==> config.mk <==
export PLATFORM = sky130hd
export DESIGN_NAME = led_phase_timing_regs
export DESIGN_NICKNAME = d
export VERILOG_FILES = /design/src/hdl/led_phase_timing_pkg.sv /design/src/hdl/led_phase_timing_regs.sv /design/src/hdl/phase_window_compare.sv
export SDC_FILE = /design/constraint.sdc
export NUM_CORES = 1
export LEC_CHECK = 0
export ABC_AREA = 1
export BUFFER_PORTS_ARGS = -buffer_cell sky130_fd_sc_hd__buf_2
export CELL_PAD_IN_SITES_DETAIL_PLACEMENT = 1
export CELL_PAD_IN_SITES_GLOBAL_PLACEMENT = 2
export CORE_MARGIN = 3
export CORE_UTILIZATION = 33
export CTS_CLUSTER_SIZE = 25
export DETAILED_ROUTE_END_ITERATION = 8
export GPL_TIMING_DRIVEN = 0
export PLACE_DENSITY_LB_ADDON = 0.2
export SETUP_SLACK_MARGIN = 0.02
export SLEW_MARGIN = 20
export SYNTH_ARGS = -nofsm -noshare
export SYNTH_HDL_FRONTEND = slang
export SYNTH_SLANG_ARGS = --single-unit
==> constraint.sdc <==
create_clock -name clk_i -period 2.2 [get_ports clk_i]
set_input_delay 0.22 -clock clk_i [delete_from_list [all_inputs] [get_ports clk_i]]
set_output_delay 0.22 -clock clk_i [all_outputs]
set_load 0.01 [all_outputs]
==> src/hdl/led_phase_timing_pkg.sv <==
// Functional notes
// [RULE1] host writes zero into bits 23 to 16
// [RULE2] low 16 bits read/write, reset zero
// [RULE3] led1 drive window from 3h, 4h
// [RULE4] shared ambient2/led3 sample window from 5h, 6h
// [RULE5] led1 sample window from 7h, 8h
// [RULE6] led2 drive window from 9h, Ah
// [RULE7] control bit holds counter in reset
// [RULE8] readback only when readout enable set
// [RULE9] phase active from start through end inclusive
package led_phase_timing_pkg;

    localparam int unsigned addr_width = 8;
    localparam int unsigned data_width = 24;
    localparam int unsigned field_width = 16;
    localparam int unsigned phase_count = 4;

    localparam logic [7:0] control_addr = 8'h00;
    localparam logic [7:0] led1_drive_start_addr = 8'h03;
    localparam logic [7:0] led1_drive_end_addr = 8'h04;
    localparam logic [7:0] amb2_or_led3_sample_start_addr = 8'h05;
    localparam logic [7:0] amb2_or_led3_sample_end_addr = 8'h06;
    localparam logic [7:0] led1_sample_start_addr = 8'h07;
    localparam logic [7:0] led1_sample_end_addr = 8'h08;
    localparam logic [7:0] led2_drive_start_addr = 8'h09;
    localparam logic [7:0] led2_drive_end_addr = 8'h0a;

    localparam int unsigned readout_enable_bit = 0;
    localparam int unsigned timer_hold_in_reset_bit = 1;

    localparam logic [15:0] compare_reset_value = 16'h0000;
    localparam logic [15:0] counter_reset_value = 16'h0000;
    localparam logic [23:0] read_zero_value = 24'h00_0000;

    // phase order in the phase vector
    localparam int unsigned phase_first_emitter_on = 0;
    localparam int unsigned phase_shared_window_sample = 1;
    localparam int unsigned phase_first_emitter_sample = 2;
    localparam int unsigned phase_second_emitter_on = 3;

    typedef struct packed {
        logic write;
        logic read;
        logic [7:0] addr;
        logic [23:0] wdata;
    } reg_request_type;

    typedef struct packed {
        logic [15:0] start;
        logic [15:0] finish;
    } window_type;

endpackage

==> src/hdl/led_phase_timing_regs.sv <==
`timescale 1ns/1ps
module led_phase_timing_regs #(
    parameter int unsigned count_width = 16,
    parameter logic [15:0] period_count = 16'hffff
)
(
    input wire logic clk_i,
    input wire logic reset_i,
    input wire led_phase_timing_pkg::reg_request_type request_i,
    output logic [23:0] read_data_o,
    output logic read_valid_o,
    output logic [15:0] timer_count_o,
    output logic first_emitter_on_o,
    output logic shared_window_sample_o,
    output logic first_emitter_sample_o,
    output logic second_emitter_on_o
);

    // refused at elaboration: the counter and compare fields share one width
    if (count_width != led_phase_timing_pkg::field_width)
    begin : gen_bad_count_width
        $error("count_width must equal the compare field width");
    end

    // the slot decoder expects one start and one end per window, back to back
    if (led_phase_timing_pkg::led2_drive_end_addr - led_phase_timing_pkg::led1_drive_start_addr
        != 2 * led_phase_timing_pkg::phase_count - 1)
    begin : gen_bad_address_span
        $error("compare address span does not match the window count");
    end

    ////////////////////////////////////////////////////////////////////////////
    // control and compare registers

    logic readout_enable_reg;
    logic timer_hold_in_reset_reg;
    led_phase_timing_pkg::window_type window_reg [led_phase_timing_pkg::phase_count];
    logic [15:0] count_reg;
    logic [15:0] count_next;
    logic [led_phase_timing_pkg::phase_count-1:0] phase_active;

    // slot of a compare address: index, end flag, hit
    function automatic logic [3:0] decode_slot(input logic [7:0] addr);
        logic [7:0] rel;
        rel = addr - led_phase_timing_pkg::led1_drive_start_addr;
        if (addr >= led_phase_timing_pkg::led1_drive_start_addr &&
            addr <= led_phase_timing_pkg::led2_drive_end_addr)
        begin
            decode_slot = {1'b1, rel[2:1], rel[0]};
        end
        else
        begin
            decode_slot = 4'h0;
        end
    endfunction

    logic [3:0] write_slot;
    assign write_slot = decode_slot(request_i.addr);

    // request decode shared by the write and read paths
    logic control_write;
    logic compare_write;
    logic compare_read;
    assign control_write = request_i.write && (request_i.addr == led_phase_timing_pkg::control_addr);
    // [RULE8] timing writes only in write mode
    assign compare_write = request_i.write && write_slot[3] && !readout_enable_reg;
    // [RULE8] readback only when enabled
    assign compare_read = request_i.read && write_slot[3] && readout_enable_reg;

    // [RULE8] readout enable bit
    always_ff @(posedge clk_i)
    begin
        if (reset_i)
        begin
            readout_enable_reg <= 1'b0;
        end
        else if (control_write)
        begin
            readout_enable_reg <= request_i.wdata[led_phase_timing_pkg::readout_enable_bit];
        end
    end

    // [RULE7] counter hold bit
    always_ff @(posedge clk_i)
    begin
        if (reset_i)
        begin
            timer_hold_in_reset_reg <= 1'b0;
        end
        else if (control_write)
        begin
            timer_hold_in_reset_reg <= request_i.wdata[led_phase_timing_pkg::timer_hold_in_reset_bit];
        end
    end

    always_ff @(posedge clk_i)
    begin
        if (reset_i)
        begin
            // [RULE2] compare fields clear
            for (int i = 0; i < led_phase_timing_pkg::phase_count; i++)
            begin
                window_reg[i].start <= led_phase_timing_pkg::compare_reset_value;
                window_reg[i].finish <= led_phase_timing_pkg::compare_reset_value;
            end
        end
        else if (compare_write)
        begin
            // [RULE1] upper bits are dropped, only low field kept
            if (write_slot[0])
            begin
                window_reg[write_slot[2:1]].finish <= request_i.wdata[15:0];
            end
            else
            begin
                window_reg[write_slot[2:1]].start <= request_i.wdata[15:0];
            end
        end
    end

    ////////////////////////////////////////////////////////////////////////////
    // readback

    always_ff @(posedge clk_i)
    begin
        if (reset_i)
        begin
            read_valid_o <= 1'b0;
        end
        else
        begin
            // answer strobe one cycle after every read, refused or not
            read_valid_o <= request_i.read;
        end
    end

    always_ff @(posedge clk_i)
    begin
        if (reset_i)
        begin
            read_data_o <= led_phase_timing_pkg::read_zero_value;
        end
        else if (compare_read)
        begin
            read_data_o <= {8'h00, write_slot[0] ? window_reg[write_slot[2:1]].finish
                                                 : window_reg[write_slot[2:1]].start};
        end
        else
        begin
            // [RULE8] refused reads return zero
            read_data_o <= led_phase_timing_pkg::read_zero_value;
        end
    end

    ////////////////////////////////////////////////////////////////////////////
    // timing counter

    always_comb
    begin
        if (count_reg >= period_count)
        begin
            count_next = led_phase_timing_pkg::counter_reset_value;
        end
        else
        begin
            count_next = count_reg + 16'h0001;
        end
    end

    always_ff @(posedge clk_i)
    begin
        // [RULE7] hold counter in reset
        if (reset_i || timer_hold_in_reset_reg)
        begin
            count_reg <= led_phase_timing_pkg::counter_reset_value;
        end
        else
        begin
            count_reg <= count_next;
        end
    end

    always_ff @(posedge clk_i)
    begin
        if (reset_i)
        begin
            timer_count_o <= led_phase_timing_pkg::counter_reset_value;
        end
        else
        begin
            timer_count_o <= count_reg;
        end
    end

    ////////////////////////////////////////////////////////////////////////////
    // phase windows: slot 0 led1 drive, 1 shared, 2 led1 sample, 3 led2 drive

    // [RULE3] [RULE4] [RULE5] [RULE6] one compare per window
    for (genvar g = 0; g < led_phase_timing_pkg::phase_count; g++)
    begin : gen_window
        phase_window_compare #(
            .width(16)
        ) compare_inst (
            .clk_i(clk_i),
            .reset_i(reset_i),
            .hold_i(timer_hold_in_reset_reg),
            .count_i(count_reg),
            .start_i(window_reg[g].start),
            .finish_i(window_reg[g].finish),
            .active_o(phase_active[g])
        );
    end

    // [RULE3] first emitter drive
    assign first_emitter_on_o = phase_active[led_phase_timing_pkg::phase_first_emitter_on];

    // [RULE4] shared sample window
    assign shared_window_sample_o = phase_active[led_phase_timing_pkg::phase_shared_window_sample];

    // [RULE5] first emitter sample
    assign first_emitter_sample_o = phase_active[led_phase_timing_pkg::phase_first_emitter_sample];

    // [RULE6] second emitter drive
    assign second_emitter_on_o = phase_active[led_phase_timing_pkg::phase_second_emitter_on];

endmodule

==> src/hdl/phase_window_compare.sv <==
`timescale 1ns/1ps
module phase_window_compare #(
    parameter int unsigned width = 16
)
(
    input wire logic clk_i,
    input wire logic reset_i,
    input wire logic hold_i,
    input wire logic [width-1:0] count_i,
    input wire logic [width-1:0] start_i,
    input wire logic [width-1:0] finish_i,
    output logic active_o
);

    always_ff @(posedge clk_i)
    begin
        if (reset_i || hold_i)
        begin
            active_o <= 1'b0;
        end
        else
        begin
            // [RULE9] inclusive window compare
            active_o <= (count_i >= start_i) && (count_i <= finish_i);
        end
    end

endmodule

==> results of run 1 <==
[worst paths after layout]
| check | start | end | slack, ns | cells past startpoint |
|---|---|---|---|---|
| min reg2reg | count_reg[0] | count_reg[0] | 0.49 | 1 |
| max | request_i[24] | window_reg[2][19] | 0.03 | 14 |
| min | request_i[33] | timer_hold_in_reset_reg | 0.18 | 4 |
| max reg2reg | count_reg[14] | gen_window[1].compare_inst.active_o | 0.12 | 9 |
[report_power, final]
part           switching (mW)  internal [mW]
registers               0.100           3.80
clock network            1.52           1.82
logic                   0.577          0.232
[kinds of logic after synthesis]
kind of cell	Yosys count
other	1
buffers and inverters	260
XOR/XNOR	5
AO/OA/AOI/OAI	109
adder cells (fa/ha/maj)	132
flip-flops	183
AND/OR/NAND/NOR	688
[worst register-to-register path, stage by stage, from the launching register on]
cell,delay (ns)
dfxtp_2,0.44
ha_1,0.34
nand2_1,0.05
inv_1,0.07
nand3_1,0.09
nor3_1,0.60
nand3_1,0.14
nand3_1,0.15
nand2_1,0.06
nor2_1,0.07
[cells in the final DEF, fill, tap and decap left out, types with 2 or more instances in the layout]
master	n
a21o_1	3
a21oi_1	65
buf_1	4
buf_2	81
buf_4	13
bufinv_16	3
clkbuf_1	10
clkbuf_16	17
clkbuf_2	4
clkinv_1	4
clkinv_2	3
clkinv_4	2
clkinvlp_4	2
conb_1	8
dfxtp_1	40
dfxtp_2	9
dfxtp_4	6
edfxtp_1	128
ha_1	131
inv_1	198
inv_2	8
inv_6	6
nand2_1	281
nand2_2	6
nand2_4	7
nand2_8	6
nand3_1	79
nand4_1	53
nor2_1	231
nor2_4	3
nor3_1	16
o21a_1	2
o21ai_0	36
xor2_1	3
[stage by stage]
stage | cells | instance area, um2
4_1_cts | 1925 | 12800
3_3_place_gp | 1891 | 12100
5_1_grt | 1926 | 12900
3_5_place_dp | 1891 | 12100
6_report | 1926 | 12900
2_1_floorplan | 1385 | 11200
[routing by layer]
layer  track usage  share of wire  routed length [um]
met4        0.0870          0.031                1320
met1         0.317           0.46               19300
met5             0              0                   0
met2         0.393           0.46               19500
met3        0.0381          0.053                2260
[synth_stat cells (all sizes together), types with 14 or more instances]
| cell type | instances | area, um2 |
|---|---|---|
| a21oi | 65 | 325 |
| buf | 34 | 186 |
| clkbuf | 14 | 52.6 |
| dfxtp | 55 | 1100 |
| edfxtp | 128 | 3840 |
| ha | 132 | 1650 |
| inv | 207 | 777 |
| nand2 | 300 | 1170 |
| nand3 | 80 | 405 |
| nand4 | 53 | 332 |
| nor2 | 236 | 920 |
| nor3 | 18 | 101 |
| o21ai | 38 | 194 |
[final cells by class]
type,count,area share
multi-input combinational,942,0.415
sequential,183,0.385
inverter,212,0.0620
tap,442,0.0428
clock buffer,17,0.0329
timing repair buffer,69,0.0288
buffer,46,0.0186
clock inverter,15,0.0145
[what timing repair did]
action / in CTS / in global routing
gates resized for setup: 33 / 25
setup endpoints to repair: 182 / 153
hold endpoints to repair: 1 / 0
pin swaps: 1 / 1
setup buffers: 2 / 2
hold buffers: 1 / 0
==> out/metrics.csv, run 1 <==
stage,metric,value,unit
synthesis,cells after synthesis,1378,
setup_path,CP Cell Sequence,"buf_2, inv_1, ha_1, inv_1, nand2_1, nand2_1, nand2_2, nand2_4, nor2_4, nand2_4, clkinv_2, nand2_4, buf_2, nand2_4",
grt,Total Routing Usage GR,0.238,
detailed_routing,drt pass-1 iters,5,
clock_network,Clock Tree Root,clkbuf_16,
synthesis,Synth Cell Area,11200,um2
final_layout,share of cells above drive strength 1,0.126,
pwr,Pwr per Cell Area,622,nW/um2
timing,Final Skew,0.0126,ns
final_layout,Fillers,3996,
min_path,Hold Crit Class,input port to flip-flop,
pwr,Lkg Pwr,6.48,nW
synthesis,number of synthesized flops with an enable pin,128,
timing,PnR worst setup slack,0.0284,ns
setup_path,crit-path leading delay family,simple AND/OR/NAND/NOR gates,
final_layout,NumNets Final,1639,
die,# IOs,81,
grt,gr ovfl total,0,
synthesis,yosys warns,0,
detailed_routing,Routed Antenna Nets,0,
clock_network,Inserted Clock Buffers,17,
grt,initial antenna violation count,0,
grt,pin count of the biggest net entering global routing,18,
setup_path,Setup crit end kind,flip-flop,
die,Core ar.,32900,um2
setup_path,slowest CP cell,nand2_4,
setup_path,CP Buf/Inv Count,5,
synthesis,share of synthesized registers carrying an async set or reset,0,
run_status,status,"finished, final reports clean",
pwr,total power,8.04,mW
clock_network,clk sinks,183,
setup_path,CP Launch Type,input port,
synthesis,Yosys reg bits,183,
detailed_routing,Initial DRC Count,625,
pwr,Peak VDD IR,597,uV
final_layout,register area,4980,um2
synthesis,register area share after synthesis,0.442,
final_layout,Ant. Diodes,0,
timing,final setup fails,0,
timing,RSZ-0062 raised after global routing,true,
die,Rows,66,
timing,final max-slew violation count,0,
placed_design,PortBufs,64,
placed_design,routability cong.,0.877,
synthesis,Compound-Gate Fraction of Synth Area,0.0505,
die,Die Wd,190,um
final_layout,number of flip-flops in the largest register,128,
die,Initial Util,0.339,
detailed_routing,detailed-route DRC error count,0,
detailed_routing,Detailed Route WL,42400,um
clock_network,CTS tree,done,
synthesis,synthesized area per cell,8.11,um2
final_layout,multi-input logic area,5370,um2
final_layout,area grow syn2layout,15.7,%
timing,max_slew headroom,0.408,
die,Die Ht,190,um
synthesis,post-synthesis mux area share,0,
detailed_routing,vias per cell,5.08,
clock_network,"Reg clk slew, reported paths",0.07,ns
job,Max Cap Viol,0,
synthesis,Adder-Cell Fraction of Synth Area,0.148,
die,die area,36100,um2
timing,Slew @ Worst Pin,0.888,ns
detailed_routing,Via Count,9777,
setup_path,WP data required,2.32,ns
synthesis,largest family of logic cells by synthesized area,simple AND/OR/NAND/NOR gates,
timing,Tcrit/Tclk final,0.987,
synthesis,Post-Synth Simple-Gate Area,0.262,
timing,Max Fclk,460,MHz
setup_path,critical path type,input port to flip-flop,
synthesis,ys flop type,edfxtp_1,
final_layout,fin util,0.392,
grt,vias in the first global route,10000,
timing,Fin Setup TNS,0,ns
timing,final hold vios,0,
clock_network,CTS H-tree depth,4,
placed_design,"worst slack, placed",-1.47,ns
setup_path,Max stage delay on crit path,0.28,ns
setup_path,Crit Path Max Fanout,16,
grt,first-pass GRT wire length,62100,um
clock_network,later-pin clock latency in the skew report,0.46,ns
setup_path,crit path DAT,2.29,ns
timing,Final min period,2.17,ns
placed_design,Detailed Place HPWL,31300,um
synthesis,XOR/XNOR share of the synthesized area,0.00392,
detailed_routing,DR WL/cell,22.0,um
clock_network,deepest clock path buffer count,2,
synthesis,synth unique cells,33,
setup_path,critical path's most frequent cell,nand2_4,
timing,Min Hold Slack,0.179,ns
(Power assumes the default switching activity.)
==> run 2, diff against run 1 <==
--- a/config.mk
+++ b/config.mk
@@ -5,16 +5,18 @@
 export SDC_FILE = /design/constraint.sdc
 export NUM_CORES = 1
 export LEC_CHECK = 0
-export ABC_AREA = 1
+export ABC_AREA = 0
 export BUFFER_PORTS_ARGS = -buffer_cell sky130_fd_sc_hd__buf_2
 export CELL_PAD_IN_SITES_DETAIL_PLACEMENT = 1
 export CELL_PAD_IN_SITES_GLOBAL_PLACEMENT = 2
+export CORE_ASPECT_RATIO = 0.7
 export CORE_MARGIN = 3
-export CORE_UTILIZATION = 33
+export CORE_UTILIZATION = 36
 export CTS_CLUSTER_SIZE = 25
 export DETAILED_ROUTE_END_ITERATION = 8
 export GPL_TIMING_DRIVEN = 0
 export PLACE_DENSITY_LB_ADDON = 0.2
+export REMOVE_ABC_BUFFERS = 1
 export SETUP_SLACK_MARGIN = 0.02
 export SLEW_MARGIN = 20
 export SYNTH_ARGS = -nofsm -noshare
==> run 2 against run 1 <==
Compared with the run above: final cell count decreased by 23%; critical path type unchanged; clock skew barely moved; fmax increased by 1.6%; synthesized cell count fell by 27%; synthesized area is 4.4% lower; register-to-register slack worse by 0.05 ns; design area decreased by 2.3%.
==> out/metrics.csv, run 2 <==
stage,metric,value,unit
grt,initial antenna violation count,0,
final_layout,area grow syn2layout,18.2,%
run_status,status,"finished, final reports clean",
final_layout,number of flip-flops in the largest register,128,
timing,Tcrit/Tclk final,0.972,
die,Die Wd,212,um
synthesis,number of synthesized flops with an enable pin,128,
synthesis,ys flop type,edfxtp_1,
setup_path,crit path DAT,2.30,ns
die,Core ar.,29100,um2
timing,final setup fails,0,
synthesis,synthesized area per cell,10.7,um2
detailed_routing,Via Count,7996,
synthesis,Synth top cells by count,"ha_1, inv_1, and2_1, edfxtp_1, a21oi_1",
detailed_routing,Detailed Route WL,36300,um
setup_path,R2R Path Start,count_reg[0],
clock_network,clk sinks,183,
pwr,total power,8.12,mW
die,# IOs,81,
timing,RSZ-0062 raised after global routing,true,
synthesis,"top cells by area, synth","edfxtp_1, ha_1, dfxtp_1, and2_1, inv_1",
clock_network,Clock Tree Root,clkbuf_16,
timing,final hold vios,0,
timing,Final min period,2.14,ns
synthesis,yosys warns,0,
detailed_routing,Routed Antenna Nets,0,
setup_path,critical path type,input port to flip-flop,
clock_network,CTS tree,done,
die,Initial Util,0.367,
placed_design,Detailed Place HPWL,25000,um
job,Max Cap Viol,0,
synthesis,share of synthesized registers carrying an async set or reset,0,
synthesis,share of the synthesized area in the top cell type,0.360,
timing,Final Skew,0.0124,ns
pwr,Peak VDD IR,453,uV
synthesis,cells after synthesis,1003,
synthesis,Yosys reg bits,183,
clock_network,Inserted Clock Buffers,17,
placed_design,PortBufs,64,
final_layout,most frequent cells in the layout,"inv_1, and2_1, ha_1, edfxtp_1, buf_2",
placed_design,routability cong.,0.824,
clock_network,later-pin clock latency in the skew report,0.47,ns
die,Rows,52,
grt,Total Routing Usage GR,0.236,
grt,gr ovfl total,0,
synthesis,synth unique cells,55,
timing,final max-slew violation count,0,
setup_path,Setup crit end kind,flip-flop,
setup_path,WP data required,2.37,ns
timing,Max Fclk,468,MHz
min_path,Hold Crit Start,request_i[32],
detailed_routing,DR WL/cell,24.5,um
final_layout,fin util,0.434,
synthesis,cell with the most instances after synthesis,ha_1,
timing,Slew @ Worst Pin,0.777,ns
timing,max_slew headroom,0.482,
setup_path,CP startpoint,request_i[24],
grt,pin count of the biggest net entering global routing,31,
clock_network,deepest clock path buffer count,2,
setup_path,Crit Path Max Fanout,17,
pwr,Lkg Pwr,5.70,nW
min_path,Hold Crit Class,input port to flip-flop,
grt,first-pass GRT wire length,53300,um
final_layout,NumNets Final,1256,
pwr,Pwr per Cell Area,643,nW/um2
final_layout,share of cells above drive strength 1,0.193,
clock_network,"Reg clk slew, reported paths",0.07,ns
timing,Min Hold Slack,0.0400,ns
setup_path,CP Launch Type,input port,
detailed_routing,drt pass-1 iters,5,
detailed_routing,detailed-route DRC error count,0,
grt,vias in the first global route,8287,
detailed_routing,Initial DRC Count,710,
synthesis,register area share after synthesis,0.463,
detailed_routing,vias per cell,5.40,
synthesis,Synth Cell Area,10700,um2
die,Die Ht,150,um
synthesis,largest area contributor in the netlist,edfxtp_1,
die,die area,31800,um2
clock_network,CTS H-tree depth,4,
[run 2: changes by cell type after synthesis, moves of 12 or more]
cell      before  now
nand3_1       79   16
inv_1        199  129
nand4_1       53   20
o22ai_1        0   13
a21o_1         3   17
o21ai_0       37   11
nand2_1      289   38
nor2_1       232   40
nor2b_1        0   15
and2_1         0  128
a21boi_0       0   12
a21boi_1       0   17
a222oi_1       0   27
[run 2: stage by stage]
stage,setup slack [ns],cells,cell area [um2],TNS [ns]
floorplan,-0.454,971,10500,-25.69
global placement,-2.21,1413,11300,-371.68
detailed placement,-2.23,1418,11300,-279.00
CTS,-0.292,1475,12400,-6.68
global route,-0.0495,1479,12600,-0.516
finish,0.0616,1480,12600,0
[run 2: cell type report]
class	instances	area (um2)
timing repair buffer	97	693
antenna	1	2.50
clock inverter	13	201
multi-input combinational	660	5350
inverter	129	488
sequential	183	4980
fill	3185	16500
tap	378	473
clock buffer	19	443
[run 2: worst max-delay path: stages]
cell	delay, ns
buf_2	0.16
inv_1	0.15
ha_1	0.16
nor2b_1	0.06
o21ai_2	0.32
nand3_4	0.22
nor2_4	0.19
and3_4	0.42
or2_4	0.21
buf_12	0.16
[run 2: cells by family after synthesis]
group                    after synthesis  synth area share
AO/OA/AOI/OAI                        196             0.130
XOR/XNOR                              16            0.0138
adder cells (fa/ha/maj)              132             0.155
buffers and inverters                168            0.0691
flip-flops                           183             0.463
multiplexers                           5           0.00468
other                                  1          0.000351
AND/OR/NAND/NOR                      302             0.165
[run 2: worst paths after layout]
| check | endpoint | slack, ns | depth (start not counted) |
|---|---|---|---|
| worst max-delay path | window_reg[2][26] | 0.06 | 10 |
| worst min-delay path | read_valid_o | 0.04 | 2 |
| worst max register to register | gen_window[2].compare_inst.active_o | 0.07 | 9 |
| worst min register to register | readout_enable_reg | 0.57 | 2 |
[run 2: report_power, final]
part,switching (mW),internal (mW)
clock,1.45,2.04
combinational,0.461,0.275
sequential,0.0975,3.80
[run 2: what timing repair did]
item,4_1_cts,5_1_grt
cloned,1,0
hold buffers,0,0
gates resized for setup,65,35
endpoints found under the setup margin,276,45
pin swaps,13,17
setup buffers,24,4
[run 2: routing by layer]
metal | vias to the layer above | global-route usage | part of all wire
met5 | - | 0 | 0
met4 | 0 | 0.0769 | 0.015
met3 | 32 | 0.0323 | 0.042
met2 | 170 | 0.377 | 0.46
met1 | 4049 | 0.332 | 0.48
li1 | 3745 | - | -
